--- src/qec_pkg.sv ---
// shared constants, register map and types of the quadrature encoder counter
package qec_pkg;

    // ------------------------------------------------------------
    // clock and filter timing
    // ------------------------------------------------------------
    localparam int unsigned CLK_HZ          = 40_000_000; // core_clk rate
    localparam int unsigned SAMPLE_HZ_LOW   = 33_000_000; // lower documented sample rate
    localparam int unsigned SAMPLE_HZ_HIGH  = 50_000_000; // upper documented sample rate
    localparam int unsigned FILT_LONG_CLKS  = 15;         // stable samples, filter on
    localparam int unsigned FILT_SHORT_CLKS = 3;          // stable samples, filter off
    localparam int unsigned FILT_CNT_W      = 4;

    // ------------------------------------------------------------
    // register map (byte addresses)
    // ------------------------------------------------------------
    localparam int unsigned ADDR_W          = 8;
    localparam logic [7:0]  OFS_CTRL        = 8'h00;
    localparam logic [7:0]  OFS_ARM         = 8'h04;
    localparam logic [7:0]  OFS_COUNT       = 8'h08;
    localparam logic [7:0]  OFS_RAW         = 8'h0C;
    localparam logic [7:0]  OFS_INPUTS      = 8'h10;

    // control register field positions
    localparam int unsigned CTRL_MODE_BIT   = 0;
    localparam int unsigned CTRL_FILT_BIT   = 1;
    localparam int unsigned CTRL_IPOL_BIT   = 2;
    localparam int unsigned CTRL_GEN_BIT    = 3;
    localparam int unsigned CTRL_GPOL_BIT   = 4;
    localparam int unsigned CTRL_HOLD_BIT   = 5;
    localparam int unsigned CTRL_W          = 6;
    localparam int unsigned ARM_BIT         = 0;

    // values after reset: quadrature, long filter, all else clear
    localparam logic [5:0]  CTRL_RESET      = 6'h02;
    localparam logic        ARM_RESET       = 1'b0;
    localparam logic [31:0] COUNT_RESET     = 32'h0000_0000;

    // AXI responses
    localparam logic [1:0]  RESP_OKAY       = 2'h0;
    localparam logic [1:0]  RESP_SLVERR     = 2'h2;

    // count step codes
    localparam logic [1:0]  STEP_NONE       = 2'h0;
    localparam logic [1:0]  STEP_UP         = 2'h1;
    localparam logic [1:0]  STEP_DOWN       = 2'h2;

    // ------------------------------------------------------------
    // types
    // ------------------------------------------------------------
    typedef struct packed {
        logic hold_zero;  // count held at zero while set
        logic gate_pol;   // 1: low gate qualifies
        logic gate_en;    // index gated by gate input
        logic index_pol;  // 1: rising index edge
        logic filter_en;  // 1: long filter
        logic count_mode; // 1: up/down on phase A
    } qec_ctrl_s;

    typedef struct packed {
        logic gate;
        logic index;
        logic phase_b;
        logic phase_a;
    } qec_pins_s;

    // register select, one-hot
    typedef enum logic [4:0] {
        SEL_CTRL   = 5'h01,
        SEL_ARM    = 5'h02,
        SEL_COUNT  = 5'h04,
        SEL_RAW    = 5'h08,
        SEL_INPUTS = 5'h10
    } qec_sel_e;

endpackage

--- src/qec_filter.sv ---
// glitch filter for one encoder input
`timescale 1ns/1ps
`default_nettype none

module qec_filter (
    // clock and reset
    input  wire logic core_clk,
    input  wire logic resetn,
    // setting
    input  wire logic long_en,
    // data
    input  wire logic din,
    output var  logic dout
);

    logic [qec_pkg::FILT_CNT_W-1:0] cnt_q;
    logic [qec_pkg::FILT_CNT_W-1:0] cnt_d;
    logic [qec_pkg::FILT_CNT_W-1:0] last_w;
    logic                           differs_w;
    logic                           accept_w;
    logic                           dout_q;

    // ------------------------------------------------------------
    // stability check
    // ------------------------------------------------------------

    // last count before acceptance, per selected length
    assign last_w    = long_en ? qec_pkg::FILT_CNT_W'(qec_pkg::FILT_LONG_CLKS - 1)
                               : qec_pkg::FILT_CNT_W'(qec_pkg::FILT_SHORT_CLKS - 1);
    assign differs_w = din != dout_q;
    assign accept_w  = differs_w && (cnt_q >= last_w);
    assign cnt_d     = (!differs_w || accept_w) ? '0 : cnt_q + 1'b1;
    assign dout      = dout_q;

    // counter restarts on any bounce, so short pulses vanish
    always_ff @(posedge core_clk) begin
        if (!resetn) begin
            cnt_q  <= '0;
            dout_q <= 1'b0;
        end else begin
            cnt_q <= cnt_d;
            if (accept_w) begin
                dout_q <= din;
            end
        end
    end

endmodule

`default_nettype wire

--- src/qec_top.sv ---
// quadrature encoder counter with AXI4-Lite register access
//
// Summary of operation
// signed count accumulates steps and returns to zero on reset or armed index.
// armed index edge zeroes count and clears arm flag together.
// raw total counts every step, ignores index and hold-zero.
// hold-zero keeps count at zero; only software releases it.
// count mode clear selects quadrature (default), set selects up/down on A.
// long filter (default) accepts a change after 15 stable samples.
// short filter accepts a change after 3 stable samples.
// sample clock drives filters and counters; rated 33 or 50 MHz. Here core_clk runs at 40 MHz (CLK_HZ).
// index polarity true uses rising index edge, false falling; only when armed.
// with gate enabled, index edges count only at qualifying gate level.
// gate polarity true makes low gate qualify, false high gate.
// quadrature counts every A and B edge, four per line cycle.
// up/down mode counts each rising A edge, direction from B.
// inputs are A, B, index and the optional gate.
// A leading B counts up, B leading counts down, double change ignored.
//
// Implementation choices: the register offsets and the AXI4-Lite slave port.
`timescale 1ns/1ps
`default_nettype none

module qec_top (
    // clock and reset
    input  wire logic        core_clk,
    input  wire logic        resetn,
    // encoder pins
    input  wire logic        enc_a,
    input  wire logic        enc_b,
    input  wire logic        enc_index,
    input  wire logic        enc_gate,
    // AXI4-Lite write address
    input  wire logic [7:0]  s_axi_awaddr,
    input  wire logic [2:0]  s_axi_awprot,
    input  wire logic        s_axi_awvalid,
    output var  logic        s_axi_awready,
    // AXI4-Lite write data
    input  wire logic [31:0] s_axi_wdata,
    input  wire logic [3:0]  s_axi_wstrb,
    input  wire logic        s_axi_wvalid,
    output var  logic        s_axi_wready,
    // AXI4-Lite write response
    output var  logic [1:0]  s_axi_bresp,
    output var  logic        s_axi_bvalid,
    input  wire logic        s_axi_bready,
    // AXI4-Lite read address
    input  wire logic [7:0]  s_axi_araddr,
    input  wire logic [2:0]  s_axi_arprot,
    input  wire logic        s_axi_arvalid,
    output var  logic        s_axi_arready,
    // AXI4-Lite read data
    output var  logic [31:0] s_axi_rdata,
    output var  logic [1:0]  s_axi_rresp,
    output var  logic        s_axi_rvalid,
    input  wire logic        s_axi_rready
);

    // ------------------------------------------------------------
    // decode function
    // ------------------------------------------------------------

    // byte address to one-hot register select, zero when unmapped or not word aligned
    function automatic logic [4:0] reg_sel(input logic [7:0] addr);
        logic [4:0] sel;
        sel = 5'h00;
        if (addr[1:0] == 2'h0) begin
            unique case (addr)
                qec_pkg::OFS_CTRL:   sel = qec_pkg::SEL_CTRL;
                qec_pkg::OFS_ARM:    sel = qec_pkg::SEL_ARM;
                qec_pkg::OFS_COUNT:  sel = qec_pkg::SEL_COUNT;
                qec_pkg::OFS_RAW:    sel = qec_pkg::SEL_RAW;
                qec_pkg::OFS_INPUTS: sel = qec_pkg::SEL_INPUTS;
                default:             sel = 5'h00;
            endcase
        end
        return sel;
    endfunction

    // quadrature step from old and new {a,b}
    function automatic logic [1:0] quad_step(input logic [1:0] old_ab, input logic [1:0] new_ab);
        logic [1:0] step;
        step = qec_pkg::STEP_NONE;
        unique case ({old_ab, new_ab})
            4'b00_10, 4'b10_11, 4'b11_01, 4'b01_00: step = qec_pkg::STEP_UP;
            4'b00_01, 4'b01_11, 4'b11_10, 4'b10_00: step = qec_pkg::STEP_DOWN;
            default:                                step = qec_pkg::STEP_NONE;
        endcase
        return step;
    endfunction

    // ------------------------------------------------------------
    // declarations
    // ------------------------------------------------------------
    qec_pkg::qec_pins_s pins_w;
    qec_pkg::qec_pins_s sync1_q;
    qec_pkg::qec_pins_s sync2_q;
    qec_pkg::qec_pins_s filt_w;
    qec_pkg::qec_ctrl_s ctrl_q;
    logic               arm_q;
    logic [31:0]        count_q;
    logic [31:0]        count_d;
    logic [31:0]        raw_q;
    logic [1:0]         ab_prev_q;
    logic               index_prev_q;

    logic [1:0]         quad_w;
    logic               a_rise_w;
    logic [1:0]         updn_w;
    logic [1:0]         step_w;
    logic [31:0]        delta_w;
    logic               index_edge_w;
    logic               gate_ok_w;
    logic               index_hit_w;

    logic               awready_q;
    logic               wready_q;
    logic               aw_got_q;
    logic               w_got_q;
    logic [7:0]         waddr_q;
    logic [31:0]        wdata_q;
    logic [3:0]         wstrb_q;
    logic               bvalid_q;
    logic [1:0]         bresp_q;
    logic               arready_q;
    logic               rvalid_q;
    logic [31:0]        rdata_q;
    logic [1:0]         rresp_q;

    logic               aw_hs_w;
    logic               w_hs_w;
    logic               ar_hs_w;
    logic               wr_do_w;
    logic [4:0]         wsel_w;
    logic [4:0]         rsel_w;
    logic               wr_ctrl_w;
    logic               wr_arm_w;
    logic [31:0]        rd_val_w;

    // ------------------------------------------------------------
    // input synchronisers and filters
    // ------------------------------------------------------------
    assign pins_w = '{gate: enc_gate, index: enc_index, phase_b: enc_b, phase_a: enc_a};

    // two flops per pin before any logic looks at it
    always_ff @(posedge core_clk) begin
        if (!resetn) begin
            sync1_q <= '0;
            sync2_q <= '0;
        end else begin
            sync1_q <= pins_w;
            sync2_q <= sync1_q;
        end
    end

    // one filter per input, length chosen by the filter setting
    genvar gi;
    generate
        for (gi = 0; gi < 4; gi++) begin : g_filt
            qec_filter u_filt (
                .core_clk (core_clk),
                .resetn   (resetn),
                .long_en  (ctrl_q.filter_en),
                .din      (sync2_q[gi]),
                .dout     (filt_w[gi])
            );
        end
    endgenerate

    // ------------------------------------------------------------
    // step and index decode
    // ------------------------------------------------------------

    // quadrature: every A and B edge is one step
    assign quad_w   = quad_step(ab_prev_q, {filt_w.phase_a, filt_w.phase_b});

    // up/down: rising A only, B high counts down
    assign a_rise_w = filt_w.phase_a && !ab_prev_q[1];
    assign updn_w   = !a_rise_w ? qec_pkg::STEP_NONE
                    : (filt_w.phase_b ? qec_pkg::STEP_DOWN : qec_pkg::STEP_UP);

    assign step_w   = ctrl_q.count_mode ? updn_w : quad_w;
    assign delta_w  = (step_w == qec_pkg::STEP_UP)   ? 32'h0000_0001
                    : (step_w == qec_pkg::STEP_DOWN) ? 32'hFFFF_FFFF
                    : 32'h0000_0000;

    // index edge of the selected polarity
    assign index_edge_w = ctrl_q.index_pol ? (filt_w.index && !index_prev_q)
                                           : (!filt_w.index && index_prev_q);

    // gate qualifies when its level differs from the polarity bit
    assign gate_ok_w    = !ctrl_q.gate_en || (filt_w.gate != ctrl_q.gate_pol);
    assign index_hit_w  = arm_q && index_edge_w && gate_ok_w;

    // hold-zero and index both force zero, otherwise accumulate
    assign count_d = (ctrl_q.hold_zero || index_hit_w) ? qec_pkg::COUNT_RESET
                   : count_q + delta_w;

    // ------------------------------------------------------------
    // counters
    // ------------------------------------------------------------
    always_ff @(posedge core_clk) begin
        if (!resetn) begin
            ab_prev_q    <= 2'h0;
            index_prev_q <= 1'b0;
            count_q      <= qec_pkg::COUNT_RESET;
            raw_q        <= qec_pkg::COUNT_RESET;
        end else begin
            ab_prev_q    <= {filt_w.phase_a, filt_w.phase_b};
            index_prev_q <= filt_w.index;
            count_q      <= count_d;
            raw_q        <= raw_q + delta_w;
        end
    end

    // ------------------------------------------------------------
    // AXI4-Lite handshake decode
    // ------------------------------------------------------------
    assign aw_hs_w   = s_axi_awvalid && awready_q;
    assign w_hs_w    = s_axi_wvalid && wready_q;
    assign ar_hs_w   = s_axi_arvalid && arready_q;
    assign wr_do_w   = aw_got_q && w_got_q && !bvalid_q;
    assign wsel_w    = reg_sel(waddr_q);
    assign rsel_w    = reg_sel(s_axi_araddr);
    assign wr_ctrl_w = wr_do_w && wsel_w[0] && wstrb_q[0];
    assign wr_arm_w  = wr_do_w && wsel_w[1] && wstrb_q[0];

    // read mux, fields in low bits, rest zero
    assign rd_val_w  = rsel_w[0] ? {26'h0, ctrl_q}
                     : rsel_w[1] ? {31'h0, arm_q}
                     : rsel_w[2] ? count_q
                     : rsel_w[3] ? raw_q
                     : rsel_w[4] ? {28'h0, filt_w}
                     : 32'h0000_0000;

    // ------------------------------------------------------------
    // control registers
    // ------------------------------------------------------------

    // a software write to the arm register wins over a same-cycle hit
    always_ff @(posedge core_clk) begin
        if (!resetn) begin
            ctrl_q <= qec_pkg::CTRL_RESET;
            arm_q  <= qec_pkg::ARM_RESET;
        end else begin
            if (wr_ctrl_w) begin
                ctrl_q <= wdata_q[qec_pkg::CTRL_W-1:0];
            end
            if (wr_arm_w) begin
                arm_q <= wdata_q[qec_pkg::ARM_BIT];
            end else if (index_hit_w) begin
                arm_q <= 1'b0;
            end
        end
    end

    // ------------------------------------------------------------
    // write channel
    // ------------------------------------------------------------

    // address and data taken in either order, response after both
    always_ff @(posedge core_clk) begin
        if (!resetn) begin
            awready_q <= 1'b0;
            wready_q  <= 1'b0;
            aw_got_q  <= 1'b0;
            w_got_q   <= 1'b0;
            waddr_q   <= 8'h00;
            wdata_q   <= 32'h0000_0000;
            wstrb_q   <= 4'h0;
            bvalid_q  <= 1'b0;
            bresp_q   <= qec_pkg::RESP_OKAY;
        end else begin
            if (aw_hs_w) begin
                aw_got_q  <= 1'b1;
                awready_q <= 1'b0;
                waddr_q   <= s_axi_awaddr;
            end else if (!aw_got_q && !bvalid_q) begin
                awready_q <= 1'b1;
            end
            if (w_hs_w) begin
                w_got_q  <= 1'b1;
                wready_q <= 1'b0;
                wdata_q  <= s_axi_wdata;
                wstrb_q  <= s_axi_wstrb;
            end else if (!w_got_q && !bvalid_q) begin
                wready_q <= 1'b1;
            end
            if (wr_do_w) begin
                aw_got_q <= 1'b0;
                w_got_q  <= 1'b0;
                bvalid_q <= 1'b1;
                bresp_q  <= (wsel_w == 5'h00) ? qec_pkg::RESP_SLVERR : qec_pkg::RESP_OKAY;
            end else if (bvalid_q && s_axi_bready) begin
                bvalid_q <= 1'b0;
            end
        end
    end

    // ------------------------------------------------------------
    // read channel
    // ------------------------------------------------------------

    // data sampled at the address handshake, held until taken
    always_ff @(posedge core_clk) begin
        if (!resetn) begin
            arready_q <= 1'b0;
            rvalid_q  <= 1'b0;
            rdata_q   <= 32'h0000_0000;
            rresp_q   <= qec_pkg::RESP_OKAY;
        end else begin
            if (ar_hs_w) begin
                arready_q <= 1'b0;
                rvalid_q  <= 1'b1;
                rdata_q   <= rd_val_w;
                rresp_q   <= (rsel_w == 5'h00) ? qec_pkg::RESP_SLVERR : qec_pkg::RESP_OKAY;
            end else begin
                if (rvalid_q && s_axi_rready) begin
                    rvalid_q <= 1'b0;
                end
                if (!rvalid_q) begin
                    arready_q <= 1'b1;
                end
            end
        end
    end

    // ------------------------------------------------------------
    // outputs
    // ------------------------------------------------------------
    assign s_axi_awready = awready_q;
    assign s_axi_wready  = wready_q;
    assign s_axi_bvalid  = bvalid_q;
    assign s_axi_bresp   = bresp_q;
    assign s_axi_arready = arready_q;
    assign s_axi_rvalid  = rvalid_q;
    assign s_axi_rdata   = rdata_q;
    assign s_axi_rresp   = rresp_q;

endmodule

`default_nettype wire

--- config.mk ---
export PLATFORM = sky130hd
export DESIGN_NAME = qec_top
export DESIGN_NICKNAME = d
export VERILOG_FILES = /design/src/qec_pkg.sv /design/src/qec_filter.sv /design/src/qec_top.sv
export SDC_FILE = /design/constraint.sdc
export NUM_CORES = 1
export LEC_CHECK = 0
export BUFFER_PORTS_ARGS = -buffer_cell sky130_fd_sc_hd__buf_2
export CAP_MARGIN = 20
export CORE_AREA = 4 4 188 190
export CTS_CLUSTER_SIZE = 14
export DETAILED_ROUTE_END_ITERATION = 7
export DIE_AREA = 0 0 192 194
export PLACE_DENSITY_LB_ADDON = 0.3
export SYNTH_ARGS = -nofsm -noshare
export SYNTH_HDL_FRONTEND = slang
export SYNTH_HIERARCHICAL = 1
export SYNTH_SLANG_ARGS = --single-unit
--- constraint.sdc ---
create_clock -name core_clk -period 5.6 [get_ports core_clk]
set_input_delay 0.84 -clock core_clk [delete_from_list [all_inputs] [get_ports core_clk]]
set_output_delay 0.84 -clock core_clk [all_outputs]
set_load 0.01 [all_outputs]
**Word-level counts from Yosys, hierarchy flattened**

Memories as Yosys holds them, arrays and structs flattened.
Cells that the tools add are included.
Widths: inputs -> output; s select.

- Flip-flop bits (word level): 160
- ROM bits: 32
- Input port bits: 69
- Output and inout bits: 41
- Word-level logic and storage cells: 148
- Memories kept: 1

Memory list:

| name | depth | bits a word | read ports | clocked after memory_dff | write ports | line | text |
|---|---|---|---|---|---|---|---|
| (name not given) | 16 | 2 | 1 | 0 | 0 | qec_top.sv:84 | `unique case ({old_ab, new_ab})` |

- Add/subtract/negate cells: 6
- Order comparisons: 4
- Eq/ne operators: 15
- Mux-type cells: 24
- Bitwise operators: 1
- Reduce and logical (&&, ||, !) cells: 57

Operator list:

| cell | number |
|---|---|
| $mux 32 | 6 |
| $add 32x32->32 | 2 |
| $pmux 5 s5 | 2 |
| $eq 8x4->1 const B | 4 |
| $logic_and 1x1->1 | 22 |
| $reduce_or 2->1 | 9 |
| $add 4x1->4 const B | 4 |
| $eq 8x3->1 const B | 2 |
| $eq 8x5->1 const B | 2 |
| $ge 4x4->1 | 4 |
| $logic_not 8->1 | 2 |
| $logic_not 1->1 | 11 |
| $logic_not 5->1 | 2 |
| $mux 2 | 5 |
| $mux 5 | 2 |
| $mux 4 | 2 |
| $mux 1 | 7 |
| $logic_or 1x1->1 | 6 |
| $reduce_bool 2->1 | 3 |
| $ne 1x1->1 | 5 |
| $logic_not 2->1 | 2 |
| $eq 2x1->1 const B | 1 |
| $eq 2x2->1 const B | 1 |
| $not 1->1 | 1 |

**Longest topological paths before layout**

- Depth after elaboration: 8
- Gate-level depth with buffers: 21
- Gate-level depth less buffers: 15

**Modules after synthesis**

Netlist, hierarchy kept.

Modules (own cells, without submodules):

| module | instances | cells an instance | area an instance (µm²) | sequential area each (µm²) |
|---|---|---|---|---|
| qec_top | 1 | 1166 | 8943.6 | 2762.6 |
| qec_filter | 4 | 25 | 256.5 | 100.1 |

**Least setup slack after synthesis**

OpenSTA, ideal clock, no wires.

- Path type: reg2reg
- Start point: register g_filt[1].u_filt.dout_q
- End point: register count_q[30]
- Library setup time: 70 ps
- Arrival time: 4216 ps
- Required time: 5530 ps
- Setup slack: 1314 ps
- Cell stages (with the launch flop): 22
- Path buffers: 7
- Period minus slack after synthesis: 4286 ps
- Cells stage by stage: dfxtp_1 xor2_1 nor2_1 a21oi_1 o32a_1 ha_1 buf_2 buf_2 buf_2 buf_4 buf_2 buf_2 xor2_1 ha_1 nand4bb_1 and4_1 clkbuf_1 o211ai_1 a21oi_1 nor4_1 or3_1 a21oi_1

- Word-level cells in the longest chain between the ends: 7
- Elaborated cells on any way between the ends: 9
- Classes of those cells: add/sub: 1; eq/ne: 2; mux: 5; memory: 1

RTL lines:

| item | line | text |
|---|---|---|
| from (decl) | qec_filter.sv:21 | `logic dout_q;` |
| from (signal assigned) | qec_filter.sv:43 | `dout_q <= din;` |
| branches (longest 2 deep; another with $mem_v2 16x2) | - |  |
| $mux 2 * | qec_top.sv:182 | `assign step_w = ctrl_q.count_mode ? updn_w : quad_w;` |
| $eq 2x2->1 | qec_top.sv:184 | `: (step_w == qec_pkg::STEP_DOWN) ? 32'hFFFF_FFFF` |
| $mux 32 | qec_top.sv:184 |  |
| $mux 32 * | qec_top.sv:183 | `assign delta_w = (step_w == qec_pkg::STEP_UP) ? 32'h0000_0001` |
| $add 32x32->32 * | qec_top.sv:197 | `: count_q + delta_w;` |
| to (signal assigned) | qec_top.sv:206 | `count_q <= qec_pkg::COUNT_RESET;` |
| to (signal assigned) | qec_top.sv:211 | `count_q <= count_d;` |
| to (decl) | qec_top.sv:101 | `logic [31:0] count_q;` |

Mark *: on every way between the ends.
A chain may end at the register's enable or synchronous reset.

**Worst setup path in the final report**

- Start point: register g_filt[1].u_filt.dout_q
- End point: register count_q[29]

Same word-level chain as after synthesis.

==> results.toml <==
[outcome]
status = "finished clean"

[sta]
min_period_over_period = 0.712
slew-limit-headroom = 0.340
worst_slack_ps = 1610
fin_tns_setup_ps = 0
worst_pin_slew_ps = 981
skew_ps = 9.61
setup_violations = 0
drv_slew = 0
fmax_mhz = 251
rsz0062_at_grt = "no"
hold_viol_final = 0
period_minus_slack_ps = 3990

[clock_tree]
clockBufferDepth = 2
numCtsBuffers = 17
cts_sinks = 158
cts_resized = 0
cts_hold_buf = 0
clk_pin_slew_ps = 70
cts_max_level = 4
clk-insertion-delay-late_ps = 430
cts_setup_buffers = 0
ctsRootBufferMaster = "clkbuf_16"
cts_tree = "yes"

[drt]
drc_errors = 0
num_vias = 8921
routedWlPerCell_microns = 15.8
dr.pass1.iters = 5
viasPerCell = 5.17
drt-total-wl_microns = 27200
ant_nets = 0
drtIter0Drc = 656

[worst_setup_path]
startpoint_type = "flip-flop"
timing.rr.end = "count_q[29]"
crit_cells = 14
arrival_ps = 4300
required_ps = 5910
crit_fanout = 52
cp_top_family = "compound AO/OA/AOI/OAI gates"
cpPeakStageDelay_ps = 530
rrSetupSlack_ps = 1610
r2r_cells = 14
crit_start = "g_filt[1].u_filt/dout"
worst_path_most_repeated_cell = "buf_4"
criticalPathCategory = "reg2reg"
cp_slowest_cell = "buf_4"
endpoint_kind = "flip-flop"
path_cells = "xor2_1 -> nor2_1 -> a21oi_1 -> o32a_1 -> ha_1 -> buf_4 -> clkinv_1 -> buf_4 -> o22ai_1 -> a31o_1 -> a31oi_4 -> o31ai_2 -> a31oi_1 -> mux2_1"
endpoint = "count_q[29]"
r2r_start = "g_filt[1].u_filt/dout"
path_buf_inv = 3

[grt]
grt_pass1_vias = 8492
grt_first_pass_wirelength_microns = 44900
grt_max_degree = 61
track_usage = 0.146
grt.overflow.total = 0
grt_antenna_before_repair = 0

[placement]
place.gp.congestion = 0.803
dp_slack_ps = 1700
numPortBuffers = 72
hpwl_microns = 18900
placed_cell_area_sq_mm = 0.0106

[final_layout]
antennaDiodeCount = 0
area_growth_pct = 11.8
final_area_sq_mm = 0.0111
nets = 1354
drive_gt1_frac = 0.125

[synthesis]
synth_top_family_by_area = "simple AND/OR/NAND/NOR gates"
yosysTopAreaCell = "dfxtp_1"
synth_edf_count = 0
synthMuxAreaShare = 0.0428
synth.area.top_cells = "dfxtp_1, xnor2_1, nor2_1"
synth_fa_ha_area_frac = 0.0276
yosysWarnings = 6
synth_top_area_frac = 0.317
synth_seq_cells = 158
synth-async-reset-ratio = 0
syn_inst = 1266
synth.most_common_cell = "dfxtp_1"
seq_area_frac_synth = 0.317
synth_xor_area_frac = 0.0975
synthTopCellsByCount = "dfxtp_1, nor2_1, nand2_1, o21ai_0, clkbuf_1"
synthFlopType = "dfxtp_1"
synth_area_per_cell_sq_um = 7.87
syn_area_sq_mm = 0.00997
synth_compound_gate_area_share = 0.220
synth_cell_type_count = 84
synthSimpleGateAreaFrac = 0.239

[die]
die_x_microns = 192
die_y_microns = 194
die_area_sq_mm = 0.0372
initial_core_util = 0.298
num_io_pins = 110
core_area_sq_mm = 0.0334
rows = 67

[worst_hold_path]
min-delay-path-class = "reg2reg"

[power]
p_leak_nw = 4.31
power_density_mw_per_mm2 = 217
ir_worst_vdd_uv = 147

[job]
drv_cap = 0
==> metal layers <==
metal / global-route usage / vias up / share of wire
met5: 0 / - / 0
met4: 0.0494 / 0 / 0.020
met3: 0.0212 / 29 / 0.032
met2: 0.238 / 175 / 0.47
met1: 0.197 / 4219 / 0.48
li1: - / 4498 / -
==> cells in the final DEF (no fill, tap or decap), types with 17 or more instances in the layout <==
cell,instances
a21oi_1,75
and2_1,26
buf_2,72
clkbuf_16,17
dfxtp_1,158
ha_1,21
inv_1,20
mux2i_1,37
nand2_1,99
nand3_1,42
nor2_1,135
nor3_1,38
o21ai_0,93
or3_1,25
xnor2_1,67
xor2_1,44
==> stage by stage <==
| step | cells | hold slack (ps) | util | power [mW] |
|---|---|---|---|---|
| 3_3_place_gp | 1691 | 416 | 0.316 | 1.28 |
| 3_5_place_dp | 1692 | 424 | 0.316 | 1.28 |
| 6_report | 1724 | 435 | 0.333 | 2.42 |
| 2_1_floorplan | 1267 | 412 | - | 1.24 |
| 5_1_grt | 1724 | 448 | 0.333 | 2.51 |
| 4_1_cts | 1724 | 440 | 0.333 | 2.46 |
==> worst register-to-register path, cell delays in order (launching register included) <==
cell      delay, ps
dfxtp_1         520
xor2_1          220
nor2_1           60
a21oi_1         150
o32a_1          240
ha_1            250
buf_4           530
clkinv_1        190
buf_4           250
o22ai_1         160
a31o_1          210
a31oi_4         140
o31ai_2         460
a31oi_1         170
mux2_1          330
==> layout make-up <==
cell class | instances | area (sq um)
repair buffers | 87 | 480
clock buffers | 18 | 429
clock inverters | 14 | 146
flip-flops and latches | 158 | 3160
fillers | 3505 | 22300
well taps | 448 | 561
inverters | 23 | 86.3
multi-input cells | 976 | 6280
==> worst min-delay path by stage <==
stage | endpoint | depth (start not counted) | slack, ps | startpoint
after floorplan | sync2_q[0] | 1 | 410 | sync1_q[0]
after global placement | sync2_q[2] | 1 | 420 | sync1_q[2]
after detailed placement | sync2_q[2] | 1 | 420 | sync1_q[2]
after CTS | sync2_q[1] | 1 | 440 | sync1_q[1]
after global routing | sync2_q[1] | 1 | 450 | sync1_q[1]
final | sync2_q[1] | 1 | 440 | sync1_q[1]
==> state kept, by name, indices dropped and copies added (netlist names), 2 cells and up <==
signal	flops
ab_prev_q	2
count_q	32
ctrl_q	6
g_filt.u_filt/cnt_q	16
g_filt.u_filt/dout	4
raw_q	32
s_axi_rdata	32
sync1_q	4
sync2_q	4
waddr_q	8
wdata_q	6
==> power breakdown <==
part	switching [mW]	total [mW]	internal [mW]
registers	0.0134	1.15	1.14
clock network	0.537	1.17	0.629
logic	0.0635	0.0994	0.0359
==> cell families (layout without fill, tap and decap cells) <==
kind of cell,Yosys count,count (layout)
compound gates,328,328
xor+xnor,111,111
flops,158,158
simple gates,471,471
other cells,1,2
buf+inv,133,142
mux,42,42
fa+ha+maj,22,22
(Power assumes the default switching activity.)
